**src/shared/gearbox_pkg.sv**
```systemverilog
// constants and types shared by the electronic gearbox design
package gearbox_pkg;
    // ---------------------------------------------------------------
    // widths
    // ---------------------------------------------------------------
    localparam int AXIS_W = 2;               // axis number width
    localparam int NUM_AXES = 4;             // axes served
    localparam int RATIO_W = 32;             // signed ratio width
    localparam int FRAC_W = 16;              // fractional bits of ratio
    localparam int DELTA_W = 16;             // signed encoder edge step per tick
    localparam int POS_W = 32;               // demand position width
    localparam int ACC_W = 64;               // position accumulator width
    localparam int RATE_W = 32;              // slew rate integer ratio/s
    // ---------------------------------------------------------------
    // timing
    // ---------------------------------------------------------------
    localparam int CLK_HZ = 125000000;       // system clock
    localparam int TICK_US = 50;             // servo tick period in us, short enough to test
    localparam int TICK_CYCLES = CLK_HZ / 1000000 * TICK_US; // cycles per tick
    localparam int TICKS_PER_S = 1000000 / TICK_US;          // ticks per second
    // ---------------------------------------------------------------
    // reset values
    // ---------------------------------------------------------------
    localparam logic [RATE_W-1:0] SLEW_RATE_RST = 32'h000F4240; // 1000000 ratio/s
    localparam logic [AXIS_W-1:0] BASE_AXIS_RST = 2'h0;         // default base axis
    localparam logic [AXIS_W-1:0] OWN_AXIS = 2'h0;              // axis this block drives
    // link states
    typedef enum logic [1:0] {
        ST_IDLE = 2'b01,
        ST_LINKED = 2'b10
    } link_state_t;
endpackage : gearbox_pkg

```
**src/electronic_gearbox.sv**
```systemverilog
// electronic gearbox top: links base demand to master encoder movement
// Overview of operation
// linked base demand follows master movement times ratio
// ratio counts base edges per master edge
// ratio signed, sixteen fractional bits
// same-master link request updates target ratio
// other-master link request ignored while linked
// cancel or fast halt ends link
// effective ratio slews at ratio_slew_rate
// ratio_slew_rate resets to 1000000 per second
// request uses default axis unless overridden
// cancel stops link instantly, no ramp
// fractional remainder kept, no drift
module electronic_gearbox (
    input wire logic clk,
    input wire logic rst,
    // request strobes
    input wire logic link_req,
    input wire logic [gearbox_pkg::RATIO_W-1:0] link_ratio,
    input wire logic [gearbox_pkg::AXIS_W-1:0] link_master,
    input wire logic cancel_req,
    input wire logic fast_halt_request,
    input wire logic axis_override,
    input wire logic [gearbox_pkg::AXIS_W-1:0] override_axis,
    // configuration
    input wire logic [gearbox_pkg::AXIS_W-1:0] base_axis_sel,
    input wire logic rate_wr,
    input wire logic [gearbox_pkg::RATE_W-1:0] rate_wdata,
    // per-axis encoder edge steps, one signed word per axis, packed
    input wire logic [gearbox_pkg::NUM_AXES*gearbox_pkg::DELTA_W-1:0] enc_delta,
    // status and outputs
    output logic linked,
    output logic [gearbox_pkg::AXIS_W-1:0] master_axis,
    output logic [gearbox_pkg::RATIO_W-1:0] target_ratio,
    output logic [gearbox_pkg::RATIO_W-1:0] eff_ratio,
    output logic [gearbox_pkg::RATE_W-1:0] ratio_slew_rate,
    output logic [gearbox_pkg::POS_W-1:0] demand_pos,
    output logic servo_tick
);
    // ---------------------------------------------------------------
    // declarations
    // ---------------------------------------------------------------
    gearbox_pkg::link_state_t state_q; // link state
    logic [gearbox_pkg::AXIS_W-1:0] master_q; // linked master axis
    logic [gearbox_pkg::RATIO_W-1:0] target_q; // requested ratio
    logic [gearbox_pkg::RATE_W-1:0] rate_q; // slew rate in ratio/s
    logic [gearbox_pkg::RATIO_W-1:0] step_q; // ratio step per tick, 16.16
    logic [47:0] step_wide; // unsaturated step per tick
    logic [15:0] tick_cnt_q; // servo tick divider
    logic tick_q; // one-cycle servo tick
    logic signed [gearbox_pkg::ACC_W-1:0] acc_q; // position in 16.16 edges
    logic [gearbox_pkg::AXIS_W-1:0] req_axis; // axis addressed by request
    logic for_us; // request targets this axis
    logic accept_new; // link request starting a link
    logic accept_upd; // link request updating ratio
    logic stop_now; // link end this cycle
    logic signed [gearbox_pkg::DELTA_W-1:0] mdelta; // selected master step
    logic signed [gearbox_pkg::ACC_W-1:0] incr; // scaled increment

    // slicing the packed encoder bus
    function automatic logic signed [gearbox_pkg::DELTA_W-1:0] pick_delta(
        input logic [gearbox_pkg::NUM_AXES*gearbox_pkg::DELTA_W-1:0] bus,
        input logic [gearbox_pkg::AXIS_W-1:0] ax
    );
        pick_delta = bus[ax*gearbox_pkg::DELTA_W +: gearbox_pkg::DELTA_W];
    endfunction

    // ---------------------------------------------------------------
    // request decode
    // ---------------------------------------------------------------
    // one-off override wins over the default base selection
    assign req_axis = axis_override ? override_axis : base_axis_sel;
    assign for_us = (req_axis == gearbox_pkg::OWN_AXIS);
    // cancel and fast halt win over a link request in the same cycle
    assign stop_now = for_us && (cancel_req || fast_halt_request);
    assign accept_new = for_us && link_req && !stop_now
                      && (state_q == gearbox_pkg::ST_IDLE);
    // a different master while linked is dropped silently
    assign accept_upd = for_us && link_req && !stop_now
                      && (state_q == gearbox_pkg::ST_LINKED)
                      && (link_master == master_q);

    // ---------------------------------------------------------------
    // servo tick divider
    // ---------------------------------------------------------------
    // all motion updates except the stop clear of eff_ratio happen on this enable, not every clock
    always_ff @(posedge clk or posedge rst) begin
        if (rst) begin
            tick_cnt_q <= '0;
            tick_q <= 1'b0;
        end else if (tick_cnt_q == 16'(gearbox_pkg::TICK_CYCLES - 1)) begin
            tick_cnt_q <= '0;
            tick_q <= 1'b1;
        end else begin
            tick_cnt_q <= tick_cnt_q + 16'h0001;
            tick_q <= 1'b0;
        end
    end

    // ---------------------------------------------------------------
    // link state machine
    // ---------------------------------------------------------------
    // no ramp on stop: a link is not a profiled move
    always_ff @(posedge clk or posedge rst) begin
        if (rst) begin
            state_q <= gearbox_pkg::ST_IDLE;
        end else begin
            case (state_q)
                gearbox_pkg::ST_IDLE: begin
                    if (accept_new) begin
                        state_q <= gearbox_pkg::ST_LINKED;
                    end
                end
                gearbox_pkg::ST_LINKED: begin
                    if (stop_now) begin
                        state_q <= gearbox_pkg::ST_IDLE;
                    end
                end
                default: begin
                    state_q <= gearbox_pkg::ST_IDLE;
                end
            endcase
        end
    end

    // master and target ratio capture
    always_ff @(posedge clk or posedge rst) begin
        if (rst) begin
            master_q <= '0;
            target_q <= '0;
        end else if (accept_new) begin
            master_q <= link_master;
            target_q <= link_ratio;
        end else if (accept_upd) begin
            target_q <= link_ratio;
        end
    end

    // ---------------------------------------------------------------
    // slew rate setting
    // ---------------------------------------------------------------
    always_ff @(posedge clk or posedge rst) begin
        if (rst) begin
            rate_q <= gearbox_pkg::SLEW_RATE_RST;
        end else if (rate_wr) begin
            rate_q <= rate_wdata;
        end
    end

    // per-tick step in 16.16: rate << 16 / ticks per second, saturated
    // division is static so it synthesises to a constant divider
    assign step_wide = {rate_q, 16'h0000} / 48'(gearbox_pkg::TICKS_PER_S);

    // registered so the divider is off the slewer's path
    always_ff @(posedge clk or posedge rst) begin
        if (rst) begin
            step_q <= '0;
        end else if (step_wide[47:31] != '0) begin
            step_q <= 32'h7FFFFFFF; // beyond any ratio: jump at once
        end else begin
            step_q <= step_wide[31:0];
        end
    end

    // ---------------------------------------------------------------
    // effective ratio
    // ---------------------------------------------------------------
    ratio_slewer u_slew (
        .clk(clk),
        .rst(rst),
        .tick(tick_q),
        .clear(stop_now && state_q == gearbox_pkg::ST_LINKED),
        .load(1'b0),
        .target(state_q == gearbox_pkg::ST_LINKED ? target_q : '0),
        .step(step_q),
        .ratio(eff_ratio)
    );

    // ---------------------------------------------------------------
    // position follower
    // ---------------------------------------------------------------
    // raw edges times 16.16 ratio gives 16.16 base edges
    assign mdelta = pick_delta(enc_delta, master_q);
    // both operands sign-extended first so the product is formed at full width
    assign incr = $signed({{48{mdelta[15]}}, mdelta})
                * $signed({{32{eff_ratio[31]}}, eff_ratio});

    // whole accumulator kept, fraction never dropped so no long-run drift
    always_ff @(posedge clk or posedge rst) begin
        if (rst) begin
            acc_q <= '0;
        end else if (tick_q && state_q == gearbox_pkg::ST_LINKED && !stop_now) begin
            acc_q <= acc_q + incr;
        end
    end

    // ---------------------------------------------------------------
    // outputs
    // ---------------------------------------------------------------
    assign linked = (state_q == gearbox_pkg::ST_LINKED);
    assign master_axis = master_q;
    assign target_ratio = target_q;
    assign ratio_slew_rate = rate_q;
    assign demand_pos = acc_q[gearbox_pkg::FRAC_W +: gearbox_pkg::POS_W]; // integer edges
    assign servo_tick = tick_q;
endmodule // electronic_gearbox

```
**src/ratio_slewer.sv**
```systemverilog
// ratio slewer: moves the effective ratio toward the target at a limited rate
module ratio_slewer (
    input wire logic clk,
    input wire logic rst,
    input wire logic tick,
    input wire logic clear,
    input wire logic load,
    input wire logic [gearbox_pkg::RATIO_W-1:0] target,
    input wire logic [gearbox_pkg::RATIO_W-1:0] step,
    output logic [gearbox_pkg::RATIO_W-1:0] ratio
);
    // ---------------------------------------------------------------
    // slew state
    // ---------------------------------------------------------------
    logic signed [gearbox_pkg::RATIO_W:0] diff; // target minus ratio, one guard bit
    logic signed [gearbox_pkg::RATIO_W:0] stp;  // step widened

    assign diff = $signed({target[gearbox_pkg::RATIO_W-1], target})
                - $signed({ratio[gearbox_pkg::RATIO_W-1], ratio});
    assign stp = $signed({1'b0, step});

    // clamp step to remaining distance so the ratio never overshoots
    always_ff @(posedge clk or posedge rst) begin
        if (rst) begin
            ratio <= '0;
        end else if (clear) begin
            ratio <= '0;                        // link ended: no drive
        end else if (load) begin
            ratio <= target;                    // load takes target at once; the top ties load low, so a first link slews from zero
        end else if (tick) begin
            if (diff > stp) begin
                ratio <= ratio + step;
            end else if (diff < -stp) begin
                ratio <= ratio - step;
            end else begin
                ratio <= target;
            end
        end
    end
endmodule // ratio_slewer

```
**config.mk**
```make
export PLATFORM = sky130hd
export DESIGN_NAME = electronic_gearbox
export DESIGN_NICKNAME = d
export VERILOG_FILES = /design/src/shared/gearbox_pkg.sv /design/src/electronic_gearbox.sv /design/src/ratio_slewer.sv
export SDC_FILE = /design/constraint.sdc
export NUM_CORES = 2
export LEC_CHECK = 0
export BUFFER_PORTS_ARGS = -buffer_cell sky130_fd_sc_hd__buf_2
export CAP_MARGIN = 30
export CORE_ASPECT_RATIO = 0.6
export CORE_MARGIN = 2
export CORE_UTILIZATION = 57
export CTS_CLUSTER_DIAMETER = 50
export DETAILED_ROUTE_END_ITERATION = 10
export PLACE_DENSITY_LB_ADDON = 0.08
export SYNTH_ARGS = -nofsm -noshare
export SYNTH_HDL_FRONTEND = slang
export SYNTH_SLANG_ARGS = --single-unit
```
**constraint.sdc**
```tcl
create_clock -name clk -period 50.1 [get_ports clk]
set_input_delay 10.02 -clock clk [delete_from_list [all_inputs] [get_ports clk]]
set_output_delay 10.02 -clock clk [all_outputs]
set_load 0.01 [all_outputs]
```
==> impl_results.md <==
- Crit-path slowest cell: o311ai_1
- Post-synthesis mux area share: 3.796%
- Final cycle utilization of the critical path: 85.30%
- Worst relative slew slack: 23.30%
- Crit. End Element: flop
- Worst Max-Slew Pin Slew: 1.143 ns
- Crit path required time: 50.52 ns
- DIE HEIGHT: 228.5 µm
- Most common library cell in the layout ignoring fill and taps: nand2_1
- Root Buffer: clkbuf_16
- Post-synth top flop: dfrtp_1
- Post-Synth Simple-Gate Area: 18.70%
- Share of cells above drive strength 1: 11.17%
- Worst min path class: flop to flop
- Register clock-pin slew on the reported worst setup and hold paths: 0.09 ns
- Clock insertion delay at the later pin of the skew report: 0.55 ns
- Cell variety after synth: 151
- Sequential fraction of the synthesis area: 10.32%
- Syn Inst Count: 5780
- Setup tns final: 0 ns
- Detailed Place HPWL: 119900 µm
- DRC violations left: 0
- GRT Residual Overflow: 0
- Kind of critical path: flop to flop
- Layout Cells excl Fill: 7021
- Cell area after layout: 50570 µm²
- Synth Warn #: 0
- H-Tree Depth: 4
- Syn_nets: 6759
- Critical path fanouts, max: 22
- Avg Synthesized Cell Area: 8.280 µm²
- Max-Cap Viols: 0
- CP arrival: 43.16 ns
- Core Box Area: 83310 µm²
- Net count, final: 6850
- CTS tree: built
- Largest family of logic cells by synthesized area: adder cells
- P&R area growth vs syn: 5.665%
- Buffers added on ports: 272
- Final-report max-slew violation count: 0
- RD Place Congestion: 0.9960
- Hold buffer count at CTS: 0
- CTS Sinks: 197
- Routed len/inst: 21.42 µm
- Starting Density: 57.45%
- RSZ-0062 raised after global routing: false
- Startpoint types: flop
- # rows: 82
- Crit-path leading delay family: compound AO/OA/AOI/OAI gates
- Total track usage: 34.66%
- Register bit total from synthesis: 197
- Status: completed
- Fin crit period: 42.74 ns
- Commonest cells after routing, fill and taps aside: nand2_1 (683), inv_1 (660), fa_1 (535)
- Iter 0 DRT Violations: 4758
- Adder-Cell Fraction of Synth Area: 30.59%
- Max Freq: 0.02340 GHz
- Pre-Repair DR Iteration Count: 7
- Num CTS Buffers: 17
- # IOs: 273
- Largest net degree at the start of global routing: 91
- Number of global-route vias before repair: 41360
- Final Skew: 0.02436 ns
- Final Util: 60.70%
- DR vias/cell: 6.339
- Delay of the slowest critical-path stage: 0.93 ns
- Synth Area in Compound Gates: 23.17%
- Post-Syn Area: 47860 µm²
- DRT antenna net count: 0
- Hold Fails Final Rpt: 0
- Initial antenna violation count: 5
- Asr flop ratio synth: 100.0%
- # setup viols final: 0
- Longest Clk Path Bufs: 2
- Post-synth EDFFs: 0
- Cell Area, Placed: 49940 µm²
- Routed vias: 44510
- First-pass GRT wire length: 237700 µm
- Post-CTS setup buffer count: 0
- Final wirelength: 150400 µm
- XOR/XNOR share of the synthesized area: 5.487%
- Die width: 378.1 µm
- # placed instances: 6985
- CP Buf/Inv Count: 8
- # resized after CTS: 0
- Die Area: 86370 µm²
==> worst reg2reg max path, delay by kind of cell, from the launching register on <==
family / cells / cell delay [ns]
AOI/OAI and AO/OA: 68 / 22.09
and+or+nand+nor: 36 / 9.66
xor gates and xnor gates: 7 / 3.79
muxes: 7 / 3.03
adders and majority gates: 7 / 2.11
buffers and inverters: 8 / 1.33
DFF: 1 / 0.60
==> layer usage <==
layer,GRT usage [%],vias up,routed length [µm]
met4,7.146,2,2652
met2,46.40,2293,59100
met5,0,-,13
met1,55.46,21740,71450
met3,8.375,145,17180
li1,-,20330,-
==> logic make-up (layout without fill, tap and decap cells) <==
| logic type | after synthesis | after routing |
|---|---|---|
| AOI/OAI and AO/OA | 1533 | 1533 |
| xor gates and xnor gates | 289 | 289 |
| adders and majority gates | 852 | 852 |
| buffers and inverters | 937 | 1041 |
| DFF | 197 | 197 |
| muxes | 150 | 150 |
| other | 1 | 4 |
| and+or+nand+nor | 1821 | 1821 |
==> cell usage after synthesis, drive strengths merged, types with 21 or more instances <==
| library cell | instances | area (µm²) |
|---|---|---|
| nand3 | 97 | 500.5 |
| and3 | 50 | 314.1 |
| or2 | 40 | 250.2 |
| a21oi | 312 | 1622 |
| xnor2 | 214 | 1942 |
| o21bai | 77 | 578.1 |
| a211oi | 107 | 890.9 |
| a21boi | 28 | 217.7 |
| nand2 | 688 | 2605 |
| o221ai | 34 | 329.1 |
| dfrtp | 189 | 4730 |
| ha | 303 | 3791 |
| mux2i | 51 | 510.5 |
| mux2 | 83 | 945.9 |
| fa | 535 | 10710 |
| a211o | 23 | 202.7 |
| nand4 | 41 | 256.5 |
| buf | 93 | 601.8 |
| o21a | 57 | 437.9 |
| a31oi | 58 | 399.1 |
| nor4 | 49 | 349.1 |
| xor2 | 73 | 639.4 |
| a22oi | 28 | 215.2 |
| clkbuf | 174 | 665.6 |
| nor2b | 34 | 212.7 |
| nor3 | 129 | 670.7 |
| and2 | 232 | 1454 |
| a21o | 107 | 803.3 |
| inv | 666 | 2505 |
| nor2 | 306 | 1164 |
| o211ai | 45 | 347.8 |
| or3 | 40 | 265.3 |
| nand2b | 38 | 237.7 |
| o21ai | 302 | 1549 |
| o211a | 21 | 217.7 |
| a221oi | 22 | 246.5 |
| a221o | 25 | 250.2 |
| o31ai | 40 | 315.3 |
==> path summary, 6_finish.rpt <==
kind | from | end | slack (ns) | cells after the start
worst max-delay path | ratio_slew_rate[22] | step_q[0] | 7.36 | 133
worst min-delay path | tick_cnt_q[15] | tick_cnt_q[15] | 0.47 | 1
worst max register to register | ratio_slew_rate[22] | step_q[0] | 7.36 | 133
worst min register to register | tick_cnt_q[15] | tick_cnt_q[15] | 0.47 | 1
max in group asynchronous | rst | ratio_slew_rate[4] | 38.46 | 4
min in group asynchronous | rst | target_ratio[28] | 9.52 | 2
==> through the flow <==
| step | hold WS (ns) | setup slack [ns] |
|---|---|---|
| 6_report | 0.4702 | 7.365 |
| 5_1_grt | 0.4954 | 4.507 |
| 4_1_cts | 0.4757 | 8.622 |
| 3_5_place_dp | 0.4576 | 8.746 |
| 3_3_place_gp | 0.4571 | 9.473 |
| 2_1_floorplan | 0.4371 | 16.19 |
==> state kept, by name (all words and copies together) (netlist names) <==
name / cells
acc_q: 48
ratio_slew_rate: 32
step_q: 32
target_ratio: 32
u_slew.ratio: 32
tick_cnt_q: 16
master_axis: 2
state_q: 2
servo_tick: 1
==> cell type report <==
class                   count  area (µm²)
clock inverters            12       156.4
repair buffers            340        1889
flip-flops and latches    197        4941
multi-input cells        4646       39180
fillers                  7509       32740
well taps                1134        1419
diodes                      3       7.507
clock buffers              20       456.7
inverters                 669        2524
Power is not shown: default switching activity piles up to over one toggle a cycle in this logic, so the estimate is an artifact.
